`src/verilog/scsr_pkg.sv`:
```
package scsr_pkg;

   // register offsets on the register port
   localparam logic [7:0] OFS_PROX_GAIN_DRIVE_CFG = 8'h8F;
   localparam logic [7:0] OFS_LIGHT_GAIN_CFG      = 8'h90;
   localparam logic [7:0] OFS_REVISION_CODE       = 8'h91;
   localparam logic [7:0] OFS_DEVICE_TYPE_CODE    = 8'h92;
   localparam logic [7:0] OFS_EVENT_FLAGS         = 8'h93;
   localparam logic [7:0] OFS_CLEAR_COUNT_LOW     = 8'h94;
   localparam logic [7:0] OFS_CLEAR_COUNT_HIGH    = 8'h95;
   localparam logic [7:0] OFS_RED_COUNT_LOW       = 8'h96;
   localparam logic [7:0] OFS_RED_COUNT_HIGH      = 8'h97;
   localparam logic [7:0] OFS_GREEN_RESULT_LOW    = 8'h98;
   localparam logic [7:0] OFS_GREEN_RESULT_HIGH   = 8'h99;
   localparam logic [7:0] OFS_MISC_CONFIG_THREE   = 8'hAB;

   // values after reset
   localparam logic [7:0] RST_PROX_GAIN_DRIVE_CFG = 8'h80;
   localparam logic [7:0] RST_LIGHT_GAIN_CFG      = 8'h00;
   localparam logic [7:0] RST_MISC_CONFIG_THREE   = 8'h00;
   localparam logic [7:0] RST_RESULT_BYTE         = 8'h00;
   localparam logic [7:0] RST_FLAGS               = 8'h00;

   // field positions
   localparam int PROX_GAIN_LSB   = 6;
   localparam int LED_DRIVE_LSB   = 0;
   localparam int IR_PATH_BIT     = 3;
   localparam int LIGHT_GAIN_LSB  = 0;
   localparam int READ_CLEAR_BIT  = 7;
   localparam int REVISION_LSB    = 0;
   localparam int DEVICE_TYPE_LSB = 2;

   // status flag positions
   localparam int FLAG_ANALOG_SAT     = 7;
   localparam int FLAG_PROX_SAT       = 6;
   localparam int FLAG_PROX_THRESHOLD = 5;
   localparam int FLAG_LIGHT_THRESH   = 4;
   localparam int FLAG_CAL_DONE       = 3;
   localparam int FLAG_ECHO_SAT       = 1;
   localparam int FLAG_BACKGROUND_SAT = 0;

   // led current step in milliamps
   localparam logic [7:0] LED_STEP_MA = 8'h06;

   // identity codes, values arbitrary
   localparam logic [2:0] REVISION_NUMBER  = 3'h1;
   localparam logic [5:0] DEVICE_TYPE      = 6'h15;

endpackage : scsr_pkg

```
`src/verilog/scsr_regs.sv`:
```
`timescale 1ns/1ps
module scsr_regs
(
   input  wire logic        clk_i,
   input  wire logic        sys_rst_i,
   input  wire logic [7:0]  reg_addr_i,
   input  wire logic        reg_wr_i,
   input  wire logic [7:0]  reg_wdata_i,
   input  wire logic        reg_rd_i,
   output logic      [7:0]  reg_rdata_o,
   input  wire logic        analog_saturation_i,
   input  wire logic        prox_saturation_i,
   input  wire logic        prox_threshold_i,
   input  wire logic        light_threshold_i,
   input  wire logic        calibration_done_i,
   input  wire logic        echo_saturation_i,
   input  wire logic        background_saturation_i,
   input  wire logic        results_load_i,
   input  wire logic [15:0] clear_count_i,
   input  wire logic [15:0] red_count_i,
   input  wire logic [15:0] green_count_i,
   input  wire logic [15:0] ir_count_i,
   output logic      [1:0]  prox_sensor_gain_o,
   output logic      [3:0]  prox_gain_factor_o,
   output logic      [4:0]  led_drive_level_o,
   output logic      [7:0]  led_current_ma_o,
   output logic      [1:0]  light_gain_sel_o,
   output logic      [6:0]  light_gain_factor_o,
   output logic             infrared_into_second_path_o,
   output logic      [7:0]  event_flags_o
);

   function automatic logic hit(input logic [7:0] addr, input logic [7:0] ofs);
      hit = (addr == ofs);
   endfunction : hit

   logic [7:0]  prox_gain_drive_cfg;
   logic [7:0]  light_gain_cfg;
   logic [7:0]  misc_config_three;
   logic [15:0] clear_result;
   logic [15:0] red_result;
   logic [15:0] green_result;
   logic [7:0]  flags;
   logic [7:0]  next_rdata;
   logic [7:0]  flag_set;
   logic [7:0]  flag_w1c;
   logic [15:0] second_path_data;

   wire wr_prox_cfg  = reg_wr_i & hit(reg_addr_i, scsr_pkg::OFS_PROX_GAIN_DRIVE_CFG);
   wire wr_light_cfg = reg_wr_i & hit(reg_addr_i, scsr_pkg::OFS_LIGHT_GAIN_CFG);
   wire wr_misc_cfg  = reg_wr_i & hit(reg_addr_i, scsr_pkg::OFS_MISC_CONFIG_THREE);
   wire wr_flags     = reg_wr_i & hit(reg_addr_i, scsr_pkg::OFS_EVENT_FLAGS);
   wire rd_flags     = reg_rd_i & hit(reg_addr_i, scsr_pkg::OFS_EVENT_FLAGS);
   wire read_clear   = misc_config_three[scsr_pkg::READ_CLEAR_BIT];
   wire clr_all      = rd_flags & read_clear;

   // field extraction
   assign prox_sensor_gain_o = prox_gain_drive_cfg[scsr_pkg::PROX_GAIN_LSB +: 2];
   assign led_drive_level_o  = prox_gain_drive_cfg[scsr_pkg::LED_DRIVE_LSB +: 5];
   assign light_gain_sel_o   = light_gain_cfg[scsr_pkg::LIGHT_GAIN_LSB +: 2];
   assign infrared_into_second_path_o = light_gain_cfg[scsr_pkg::IR_PATH_BIT];
   assign event_flags_o = flags;

   // gain factors as powers of two: 2^code and 4^code
   assign prox_gain_factor_o  = 4'h1 << prox_sensor_gain_o;
   assign light_gain_factor_o = 7'h01 << {light_gain_sel_o, 1'b0};
   // 6 * (32) tops out at 192, fits eight bits
   wire logic [7:0] drive_steps = {3'h0, led_drive_level_o} + 8'h01;
   assign led_current_ma_o = 8'(scsr_pkg::LED_STEP_MA * drive_steps);

   // converter source follows the path switch at load time
   assign second_path_data = infrared_into_second_path_o ? ir_count_i : green_count_i;

   assign flag_w1c = wr_flags ? reg_wdata_i : 8'h00;

   always_comb
   begin
      flag_set = 8'h00;
      flag_set[scsr_pkg::FLAG_ANALOG_SAT]     = analog_saturation_i;
      flag_set[scsr_pkg::FLAG_PROX_SAT]       = prox_saturation_i;
      flag_set[scsr_pkg::FLAG_PROX_THRESHOLD] = prox_threshold_i;
      flag_set[scsr_pkg::FLAG_LIGHT_THRESH]   = light_threshold_i;
      flag_set[scsr_pkg::FLAG_CAL_DONE]       = calibration_done_i;
      flag_set[scsr_pkg::FLAG_ECHO_SAT]       = echo_saturation_i;
      flag_set[scsr_pkg::FLAG_BACKGROUND_SAT] = background_saturation_i;
   end

   scsr_flag_bank u_flags
   (
      .clk_i     (clk_i),
      .sys_rst_i (sys_rst_i),
      .set_i     (flag_set),
      .w1c_i     (flag_w1c),
      .clr_all_i (clr_all),
      .flags_o   (flags)
   );

   // read mux; unmapped offsets read as zero
   always_comb
   begin
      if (hit(reg_addr_i, scsr_pkg::OFS_PROX_GAIN_DRIVE_CFG))
         next_rdata = prox_gain_drive_cfg;
      else if (hit(reg_addr_i, scsr_pkg::OFS_LIGHT_GAIN_CFG))
         next_rdata = light_gain_cfg;
      else if (hit(reg_addr_i, scsr_pkg::OFS_REVISION_CODE))
         next_rdata = {5'h00, scsr_pkg::REVISION_NUMBER};
      else if (hit(reg_addr_i, scsr_pkg::OFS_DEVICE_TYPE_CODE))
         next_rdata = {scsr_pkg::DEVICE_TYPE, 2'h0};
      else if (hit(reg_addr_i, scsr_pkg::OFS_EVENT_FLAGS))
         next_rdata = flags; // pre-clear value is returned
      else if (hit(reg_addr_i, scsr_pkg::OFS_CLEAR_COUNT_LOW))
         next_rdata = clear_result[7:0];
      else if (hit(reg_addr_i, scsr_pkg::OFS_CLEAR_COUNT_HIGH))
         next_rdata = clear_result[15:8];
      else if (hit(reg_addr_i, scsr_pkg::OFS_RED_COUNT_LOW))
         next_rdata = red_result[7:0];
      else if (hit(reg_addr_i, scsr_pkg::OFS_RED_COUNT_HIGH))
         next_rdata = red_result[15:8];
      else if (hit(reg_addr_i, scsr_pkg::OFS_GREEN_RESULT_LOW))
         next_rdata = green_result[7:0];
      else if (hit(reg_addr_i, scsr_pkg::OFS_GREEN_RESULT_HIGH))
         next_rdata = green_result[15:8];
      else if (hit(reg_addr_i, scsr_pkg::OFS_MISC_CONFIG_THREE))
         next_rdata = misc_config_three;
      else
         next_rdata = 8'h00;
   end

   // reserved config bits are stored as plain read/write bits
   always_ff @(posedge clk_i)
   begin
      if (sys_rst_i)
         prox_gain_drive_cfg <= scsr_pkg::RST_PROX_GAIN_DRIVE_CFG;
      else if (wr_prox_cfg)
         prox_gain_drive_cfg <= reg_wdata_i;
   end

   always_ff @(posedge clk_i)
   begin
      if (sys_rst_i)
         light_gain_cfg <= scsr_pkg::RST_LIGHT_GAIN_CFG;
      else if (wr_light_cfg)
         light_gain_cfg <= reg_wdata_i;
   end

   always_ff @(posedge clk_i)
   begin
      if (sys_rst_i)
         misc_config_three <= scsr_pkg::RST_MISC_CONFIG_THREE;
      else if (wr_misc_cfg)
         misc_config_three <= reg_wdata_i;
   end

   // results are captured whole so both bytes of a pair match
   always_ff @(posedge clk_i)
   begin
      if (sys_rst_i)
      begin
         clear_result <= {scsr_pkg::RST_RESULT_BYTE, scsr_pkg::RST_RESULT_BYTE};
         red_result   <= {scsr_pkg::RST_RESULT_BYTE, scsr_pkg::RST_RESULT_BYTE};
         green_result <= {scsr_pkg::RST_RESULT_BYTE, scsr_pkg::RST_RESULT_BYTE};
      end
      else if (results_load_i)
      begin
         clear_result <= clear_count_i;
         red_result   <= red_count_i;
         green_result <= second_path_data;
      end
   end

   always_ff @(posedge clk_i)
   begin
      if (sys_rst_i)
         reg_rdata_o <= 8'h00;
      else if (reg_rd_i)
         reg_rdata_o <= next_rdata;
   end

   a_prox_gain_reset : assert property (@(posedge clk_i)
      sys_rst_i |=> (prox_sensor_gain_o == 2'h2 && led_drive_level_o == 5'h00))
      else $error("prox gain or drive wrong after reset");

   a_led_current_map : assert property (@(posedge clk_i) disable iff (sys_rst_i)
      (led_drive_level_o == 5'h1F) |-> (led_current_ma_o == 8'hC0))
      else $error("led current for top drive is not 192");

   a_light_gain_map : assert property (@(posedge clk_i) disable iff (sys_rst_i)
      wr_light_cfg && reg_wdata_i[1:0] == 2'h2 |=> light_gain_factor_o == 7'h10)
      else $error("light gain code 2 does not give 16x");

   a_event_sets_flag : assert property (@(posedge clk_i) disable iff (sys_rst_i)
      calibration_done_i |=> flags[scsr_pkg::FLAG_CAL_DONE])
      else $error("calibration event lost");

   a_saturation_sets : assert property (@(posedge clk_i)
      disable iff (sys_rst_i)
      analog_saturation_i && echo_saturation_i |=> flags[7] && flags[1])
      else $error("saturation events not flagged");

   a_w1c_clears_bit : assert property (@(posedge clk_i) disable iff (sys_rst_i)
      wr_flags && reg_wdata_i[4] && !light_threshold_i |=>
      !flags[4] ##1 (!flags[4] || $past(light_threshold_i)))
      else $error("write one did not clear light flag");

   a_read_clears_all : assert property (@(posedge clk_i) disable iff (sys_rst_i)
      rd_flags && read_clear && flag_set == 8'h00 |=> flags == 8'h00)
      else $error("read with read clear left flags set");

   a_read_keeps_flags : assert property (@(posedge clk_i) disable iff (sys_rst_i)
      rd_flags && !read_clear && !reg_wr_i |=> flags == ($past(flags) | $past(flag_set)))
      else $error("read without read clear changed flags");

   a_status_read_data : assert property (@(posedge clk_i) disable iff (sys_rst_i)
      rd_flags |=> reg_rdata_o == $past(flags))
      else $error("status read returned wrong value");

   a_ir_into_green : assert property (@(posedge clk_i) disable iff (sys_rst_i)
      results_load_i && infrared_into_second_path_o |=> green_result == $past(ir_count_i))
      else $error("green bytes did not take infrared result");

   a_clear_capture : assert property (@(posedge clk_i)
      disable iff (sys_rst_i)
      results_load_i |=> clear_result == $past(clear_count_i)
         && red_result == $past(red_count_i))
      else $error("result bytes not captured");

endmodule : scsr_regs

```
`src/verilog/scsr_flag_bank.sv`:
```
`timescale 1ns/1ps
module scsr_flag_bank
(
   input  wire logic       clk_i,
   input  wire logic       sys_rst_i,
   input  wire logic [7:0] set_i,
   input  wire logic [7:0] w1c_i,
   input  wire logic       clr_all_i,
   output logic      [7:0] flags_o
);
   wire logic [7:0] next_flags;

   genvar k;
   generate
      for (k = 0; k < 8; k = k + 1)
      begin : g_flag
         // set wins so an event in the clearing cycle is kept
         wire logic clear_bit = w1c_i[k] | clr_all_i;
         assign next_flags[k] = set_i[k] | (flags_o[k] & ~clear_bit);
      end
   endgenerate

   always_ff @(posedge clk_i)
   begin
      if (sys_rst_i)
         flags_o <= scsr_pkg::RST_FLAGS;
      else
         flags_o <= next_flags;
   end

   a_flag_sticky_hold : assert property (@(posedge clk_i) disable iff (sys_rst_i)
      (set_i == 8'h00 && w1c_i == 8'h00 && !clr_all_i) |=> flags_o == $past(flags_o))
      else $error("status flag changed without cause");

endmodule : scsr_flag_bank

```
`config.mk`:
```
export PLATFORM = sky130hd
export DESIGN_NAME = scsr_regs
export DESIGN_NICKNAME = d
export VERILOG_FILES = /design/src/verilog/scsr_pkg.sv /design/src/verilog/scsr_regs.sv /design/src/verilog/scsr_flag_bank.sv
export SDC_FILE = /design/constraint.sdc
export NUM_CORES = 1
export LEC_CHECK = 0
export BUFFER_PORTS_ARGS = -buffer_cell sky130_fd_sc_hd__buf_4
export CORE_UTILIZATION = 56
export DETAILED_ROUTE_END_ITERATION = 16
export PLACE_DENSITY = 0.84
export SLEW_MARGIN = 15
export SYNTH_ARGS = -nofsm -noshare
export SYNTH_HDL_FRONTEND = slang
export SYNTH_SLANG_ARGS = --single-unit
```
`constraint.sdc`:
```
create_clock -name clk_i -period 4.85 [get_ports clk_i]
set_input_delay 0.97 -clock clk_i [delete_from_list [all_inputs] [get_ports clk_i]]
set_output_delay 0.97 -clock clk_i [all_outputs]
set_load 0.01 [all_outputs]
```
==> flow_metrics.py, run 1 <==
metrics = {
    "status": {
        "status": "complete, no violations",
    },
    "logic_synthesis": {
        "avgSynthCellArea_sq_um": 8.60,
        "async_flop_share_pct": 0,
        "synth_edf_count": 0,
        "syn_area_sq_um": 4680,
        "synth-seq-cells": 88,
        "synth_ff_type": "dfxtp_1",
        "synth_cell_types": 66,
        "yosysWarnings": 0,
        "yosysSeqAreaShare_pct": 37.6,
        "syn_inst": 545,
    },
    "power": {
        "p_int_w": 0.00106,
        "leakagePower_nw": 2.55,
        "pwr-share-clk_pct": 34.4,
        "combPwrFrac_pct": 13.3,
        "ir_drop_mv": 0.149,
        "p_per_area_nw_per_um2": 258,
        "pwr-share-seq_pct": 52.3,
        "power_switching_share_pct": 28.7,
        "netSwitchingPower_w": 0.000426,
    },
    "route": {
        "avgViaCountPerCell": 5.82,
        "routed_wl_mm": 13.0,
        "detail_route.iter0.violations": 281,
        "drc": 0,
        "route.antenna.remaining_nets": 0,
        "first_pass_iters": 5,
        "avgRoutedWirePerCell_um": 17.5,
        "vias": 4334,
    },
    "clocking": {
        "cts.sinks": 88,
        "cts_buffer_depth": 2,
        "ctsResizeCount": 0,
        "cts_tree": "yes",
        "cts_hold_buf": 0,
        "worstSkewPairLatency_ns": 0.37,
        "cts_max_level": 3,
        "cts-root-buf": "clkbuf_8",
        "path_clk_slew_ns": 0.09,
        "cts_buffers": 9,
        "cts_setup_buffers": 0,
    },
    "sta": {
        "hold_violations": 0,
        "worst_slew_pin_slew_ns": 1.10,
        "finalSetupTns_ns": 0,
        "fin_skew_ns": 0.0149,
        "period_share_pct": 76.3,
        "rsz0062_at_grt": "false",
        "setup-violations-final": 0,
        "max_slew_margin_pct": 26.7,
        "max_clock_freq_mhz": 270,
        "period_needed_ns": 3.70,
        "final_max_slew_viol_count": 0,
    },
    "worst_setup_path": {
        "worst_path_max_delay_cell": "dfxtp_1",
        "crit_path_start_kind": "flip-flop",
        "timing.rr.end": "reg_rdata_o[3]$_SDFFE_PP0P_",
        "critPathRequiredTime_ns": 3.88,
        "r2r_slack_ns": 2.87,
        "crit_type": "reg -> out",
        "r2r-start": "light_gain_cfg[3]$_SDFFE_PP0P_",
        "startpoint": "prox_gain_drive_cfg[0]$_SDFFE_PP0P_",
        "path_max_fanout": 9,
        "r2r_cells": 4,
        "cp.depth": 11,
        "path_cells": "inv_1, ha_1, inv_1, ha_1, a21oi_1, nor2b_1, o21a_1, o21a_1, nor2_1, xnor2_1, buf_4",
        "crit_buf_inv": 3,
        "cp-end-kind": "output port",
        "critPathMaxStageDelay_ns": 0.51,
        "path_delay_family": "compound AO/OA/AOI/OAI gates",
        "crit_arrival_ns": 2.73,
    },
    "place": {
        "gp_congestion": 0.866,
        "place_inst": 729,
        "dp_hpwl_mm": 9.68,
        "port_buffers": 132,
    },
    "global_route": {
        "grt_pass1_vias": 4142,
        "grt_pass1_wl_mm": 20.4,
        "overflow": 0,
        "antenna_found_initial": 0,
        "grt_use_total_pct": 30.0,
        "grt_max_degree": 88,
    },
    "worst_hold_path": {
        "holdPathEnd": "prox_gain_drive_cfg[5]$_SDFFE_PP0P_",
        "hold_path.class": "reg -> reg",
        "worstHoldStart": "prox_gain_drive_cfg[5]$_SDFFE_PP0P_",
        "holdPathStages": 2,
    },
    "die": {
        "ios": 137,
        "core_sq_um": 7930,
        "die_height_um": 93.5,
        "die_w_um": 93.5,
        "row_count": 32,
        "dieArea_sq_um": 8730,
        "initial_core_util_pct": 59.1,
    },
    "finish": {
        "multi_input_area_sq_um": 2640,
        "area_delta_synth_final_pct": 22.6,
        "antenna_cells": 0,
        "seq_area_sq_um": 1760,
        "fin_nets": 736,
        "fin_cells": 745,
        "nFillCells": 642,
        "drive_above_1_share_pct": 25.8,
    },
    "job": {
        "max_cap_viol_count": 0,
    },
}
layout by cell type, fill, tap and decap left out, types with 3 or more instances in the layout:
cell      count
a211oi_1     19
a21oi_1      25
a221oi_1      4
a22oi_1       6
a31oi_1       9
a32oi_1       4
and2_1        4
and3_1        5
buf_4       133
clkbuf_8      9
conb_1        4
dfxtp_1      88
ha_1          6
inv_1         4
inv_8         3
mux2i_1      68
nand2_1      28
nand2b_1     10
nand3_1      16
nand3b_1      3
nand4_1       4
nor2_1      101
nor2b_1      13
nor3_1        6
o21a_1        4
o21ai_0       9
o21ai_1       3
xnor2_1       4
xor2_1        3
per-stage QoR:
| step | hold slack (ns) | power (W) | cell area, sq um | setup WS (ns) | utilization [%] |
|---|---|---|---|---|---|
| global placement | 0.448 | 0.000981 | 5540 | 1.69 | 69.9 |
| global route | 0.490 | 0.00153 | 5740 | 0.986 | 72.4 |
| detailed placement | 0.444 | 0.000987 | 5540 | 1.55 | 69.9 |
| CTS | 0.464 | 0.00148 | 5740 | 1.15 | 72.4 |
| floorplan | 0.437 | 0.000891 | 4700 | 1.67 | - |
| finish | 0.464 | 0.00148 | 5740 | 1.15 | 72.4 |
tightest hold or removal path, delay by kind of cell, from the launching register on:
kind	cells	cell delay (ns)
DFF	1	0.32
AOI/OAI and AO/OA	1	0.05
and+or+nand+nor	1	0.05
kinds of logic (layout without fill, tap and decap cells):
logic type | count (synthesis) | after routing | share of synthesized area, %
flip-flops | 88 | 88 | 37.6
AO/OA/AOI/OAI | 108 | 108 | 16.3
XOR/XNOR | 7 | 7 | 1.31
AND/OR/NAND/NOR | 208 | 208 | 22.1
adder cells (fa/ha/maj) | 6 | 6 | 1.60
multiplexers | 69 | 69 | 14.8
buffers and inverters | 58 | 153 | 6.25
other | 1 | 4 | 0.0801
flip-flops by register name (all words and copies together) (netlist names):
name and cells:
clear_result 16, prox_gain_drive_cfg 8, red_result 16, light_gain_cfg 8
reg_rdata_o 8, misc_config_three 8, u_flags.flags_o 8, green_result 16
per-layer routing:
layer	vias up	global-route usage [%]	routed length, um
met1	1985	38.3	5670
met3	28	5.20	799
li1	2118	-	-
met5	-	0	0
met2	203	50.6	6230
met4	0	10.8	307
synthesized netlist by cell type (all sizes together), types with 2 or more instances:
cell,count,area (sq um)
a211o,2,17.5
nand4,4,25.0
and2,4,25.0
buf,29,184
o311ai,2,17.5
o22ai,2,12.5
nor4,2,27.5
mux2i,68,681
a22o,2,17.5
inv,4,15.0
o41ai,3,33.8
o32a,3,31.3
xor2,3,26.3
a211oi,19,143
nor3b,2,15.0
nor4b,2,23.8
a221oi,4,35.0
a2111oi,3,35.0
clkbuf,25,93.8
and3,5,31.3
nand2,30,123
a21oi,26,134
nand2b,11,71.3
nand3,17,90.1
dfxtp,88,1760
nor3,6,30.0
nor2,103,405
o21a,4,30.0
nand3b,3,22.5
o221ai,2,17.5
ha,6,75.1
a31oi,9,56.3
a32oi,4,35.0
a22oi,6,45.0
nor2b,13,81.3
xnor2,4,35.0
o21ai,12,60.1
area by class of cell:
cell class	count	share of cell area (%)
multi-input cells	402	46.0
inverters	4	0.261
clock buffers	9	2.16
clock inverters	7	1.31
flip-flops and latches	88	30.7
repair buffers	133	17.4
well taps	102	2.22
how the worst max path moves through the flow:
stage	end
3_3_place_gp	led_current_ma_o[7]
3_5_place_dp	led_current_ma_o[7]
6_report	led_current_ma_o[7]
5_1_grt	led_current_ma_o[7]
2_1_floorplan	led_current_ma_o[7]
4_1_cts	led_current_ma_o[7]
power groups by stage:
stage | Clock (W) | Sequential (W) | Combinational (W)
2_1_floorplan | 0 | 0.000784 | 0.000107
3_3_place_gp | 0 | 0.000790 | 0.000191
3_5_place_dp | 0 | 0.000790 | 0.000196
4_1_cts | 0.000513 | 0.000774 | 0.000197
5_1_grt | 0.000540 | 0.000778 | 0.000214
6_report | 0.000509 | 0.000774 | 0.000198
No activity file was read; power rests on OpenSTA's default activity.
==> run 2, diff against run 1 <==
- ABC_AREA: unset -> 1
- CORE_UTILIZATION: 56 -> 47
- PLACE_DENSITY: 0.84 -> 0.76
- clock period: 4.85 -> 3.4 ns (I/O delays scaled with it)
==> flow_metrics.py, run 2 <==
metrics = {
    "place": {
        "dp_hpwl_mm": 9.33,
        "gp_congestion": 0.902,
        "place_inst": 884,
        "placed_cell_area_sq_um": 5540,
        "port_buffers": 132,
    },
    "logic_synthesis": {
        "ys_top_cells_by_count": "nand2_1 (96), dfxtp_1 (88), inv_1 (84)",
        "synth.area.mux_share_pct": 0,
        "synthDominantAreaCellType": "dfxtp_1",
        "synth_fa_ha_area_share_pct": 1.64,
        "synth_compound_area_share_pct": 19.0,
        "synth-seq-cells": 88,
        "syn_inst": 660,
        "avgSynthCellArea_sq_um": 6.94,
        "async_flop_share_pct": 0,
        "synth_edf_count": 0,
        "synth_ff_type": "dfxtp_1",
        "synth_xor_area_share_pct": 1.72,
        "synth_cell_types": 33,
        "yosysWarnings": 0,
        "syn_area_sq_um": 4580,
        "synth_top_family_by_area": "simple AND/OR/NAND/NOR gates",
        "yosys.area_share.simple_pct": 26.1,
        "ys_top_cells_by_area": "dfxtp_1 (38%), nand2_1 (7.9%), inv_1 (6.9%)",
        "yosysSeqAreaShare_pct": 38.4,
        "synth_top_area_share_pct": 38.4,
        "synth_most_common_cell": "nand2_1",
    },
    "power": {
        "p_per_area_nw_per_um2": 372,
        "netSwitchingPower_w": 0.000545,
        "pwr-share-seq_pct": 51.0,
        "ir_drop_mv": 0.223,
        "p_int_w": 0.00161,
        "leakagePower_nw": 2.79,
        "pwr-share-clk_pct": 37.4,
        "combPwrFrac_pct": 11.6,
        "power_switching_share_pct": 25.2,
    },
    "worst_setup_path": {
        "critPathMaxStageDelay_ns": 0.38,
        "worst_path_max_delay_cell": "dfxtp_4",
        "r2r_slack_ns": 1.40,
        "path_max_fanout": 7,
        "crit_path_start_kind": "flip-flop",
        "cp-end-kind": "output port",
        "timing.rr.end": "reg_rdata_o[3]$_SDFFE_PP0P_",
        "critPathRequiredTime_ns": 2.72,
        "crit_type": "reg -> out",
        "crit_buf_inv": 4,
        "r2r-start": "light_gain_cfg[3]$_SDFFE_PP0P_",
        "r2r_cells": 6,
        "path_cells": "ha_1, xor2_2, ha_1, a21oi_2, inv_1, a21oi_2, inv_1, a21oi_2, inv_1, a21oi_2, xnor2_1, buf_4",
        "crit_arrival_ns": 2.55,
        "path_delay_family": "compound AO/OA/AOI/OAI gates",
        "crit_top_cell": "a21oi_2",
    },
    "finish": {
        "area_delta_synth_final_pct": 26.7,
        "nFillCells": 843,
        "final_cell_mix": "buf_4 (136), nand2_1 (96), dfxtp_1 (86), inv_1 (84), nor2_1 (78)",
        "antenna_cells": 0,
        "seq_area_sq_um": 1770,
        "multi_input_area_sq_um": 2260,
        "drive_above_1_share_pct": 25.7,
        "fin_cells": 902,
        "fin_nets": 866,
        "reg_top3": "clear_result (16), green_result (16), red_result (16)",
        "stdcell_area_sq_um": 5810,
        "final_common_cell": "buf_4",
    },
    "route": {
        "first_pass_iters": 5,
        "dr.max_layer_used": "met4",
        "wl_met1_mm": 5.39,
        "avgRoutedWirePerCell_um": 13.8,
        "routed-wl-met2_mm": 5.87,
        "routed_wl_mm": 12.4,
        "vias": 4629,
        "detail_route.iter0.violations": 298,
        "drc": 0,
        "avgViaCountPerCell": 5.13,
        "route.antenna.remaining_nets": 0,
        "wl_met3_um": 845,
    },
    "die": {
        "die_w_um": 101,
        "dieArea_sq_um": 10100,
        "initial_core_util_pct": 49.1,
        "ios": 137,
        "row_count": 35,
        "die_height_um": 101,
        "core_sq_um": 9330,
    },
    "clocking": {
        "cts_buffers": 9,
        "cts-root-buf": "clkbuf_8",
        "cts_max_level": 3,
        "path_clk_slew_ns": 0.10,
        "cts.sinks": 88,
        "cts_tree": "yes",
        "cts_buffer_depth": 2,
        "worstSkewPairLatency_ns": 0.36,
    },
    "sta": {
        "max_slew_margin_pct": 62.5,
        "period_share_pct": 95.1,
        "hold_violations": 0,
        "period_needed_ns": 3.23,
        "finalSetupTns_ns": 0,
        "fin_skew_ns": 0.0114,
        "final_max_slew_viol_count": 0,
        "max_clock_freq_mhz": 309,
        "worst_slew_pin_slew_ns": 0.562,
        "setup-violations-final": 0,
    },
    "global_route": {
        "antenna_found_initial": 0,
        "grt_pass1_vias": 4311,
        "grt_use_total_pct": 25.0,
        "grt_pass1_wl_mm": 20.0,
        "overflow": 0,
        "grt_max_degree": 54,
    },
    "job": {
        "max_cap_viol_count": 0,
    },
    "status": {
        "status": "complete, no violations",
    },
    "worst_hold_path": {
        "worstHoldStart": "clear_result[0]$_SDFFE_PP0P_",
        "hold_path.class": "reg -> reg",
        "holdPathStages": 2,
        "holdPathEnd": "clear_result[0]$_SDFFE_PP0P_",
    },
}
==> run 2: worst max-delay path by stage <==
| stage | startpoint | end | cells past startpoint |
|---|---|---|---|
| floorplan | prox_gain_drive_cfg[0]$_SDFFE_PP0P_ | led_current_ma_o[7] | 12 |
| finish | prox_gain_drive_cfg[0]$_SDFFE_PP0P_ | led_current_ma_o[7] | 12 |
| global placement | prox_gain_drive_cfg[0]$_SDFFE_PP0P_ | led_current_ma_o[7] | 13 |
| CTS | prox_gain_drive_cfg[0]$_SDFFE_PP0P_ | led_current_ma_o[7] | 13 |
| detailed placement | prox_gain_drive_cfg[0]$_SDFFE_PP0P_ | led_current_ma_o[7] | 12 |
| global route | prox_gain_drive_cfg[0]$_SDFFE_PP0P_ | led_current_ma_o[7] | 13 |
==> run 2: timing repair <==
action                                  in CTS  in global routing
pin swaps                                    0                  2
gates resized for setup                      4                  4
endpoints found under the setup margin       1                  1
hold buffers                                 0                  0
buffers inserted                             0                  2
==> run 2: area by class of cell <==
cell class              instances  area share [%]
flip-flops and latches         88            30.4
clock inverters                 7            1.75
inverters                      98            6.42
clock buffers                   9            2.13
well taps                     129            2.78
repair buffers                136            17.6
multi-input cells             435            38.9
==> run 2: power by group through the flow <==
stage / Clock [W] / Sequential, W / Combinational, W
floorplan: 0 / 0.00112 / 0.000123
global placement: 0 / 0.00112 / 0.000244
detailed placement: 0 / 0.00113 / 0.000248
CTS: 0.000814 / 0.00110 / 0.000250
global route: 0.000858 / 0.00111 / 0.000279
finish: 0.000807 / 0.00110 / 0.000250
==> run 2: cells by family (layout without fill, tap and decap cells) <==
logic type,Yosys count,after routing
adder cells (fa/ha/maj),6,6
other,1,4
AND/OR/NAND/NOR,254,254
AO/OA/AOI/OAI,162,162
buffers and inverters,140,250
flip-flops,88,88
XOR/XNOR,9,9
==> run 2: worst min-delay path: stages, from the launching register on <==
cell and delay, ns:
dfxtp_1 0.31, inv_1 0.05, a21oi_1 0.06
==> run 2: layer usage <==
metal / vias up / track usage, %
met3: 30 / 4.85
li1: 2323 / -
met1: 2087 / 32.0
met5: - / 0
met2: 189 / 42.1
met4: 0 / 8.36
==> run 2: through the flow <==
step	total power [W]	util [%]	hold WS [ns]	setup WS [ns]
detailed placement	0.00137	59.4	0.446	0.230
global placement	0.00137	59.4	0.436	0.408
floorplan	0.00124	-	0.425	0.535
CTS	0.00217	61.9	0.459	0.00799
global route	0.00224	62.2	0.478	-0.0165
finish	0.00216	62.2	0.455	0.165
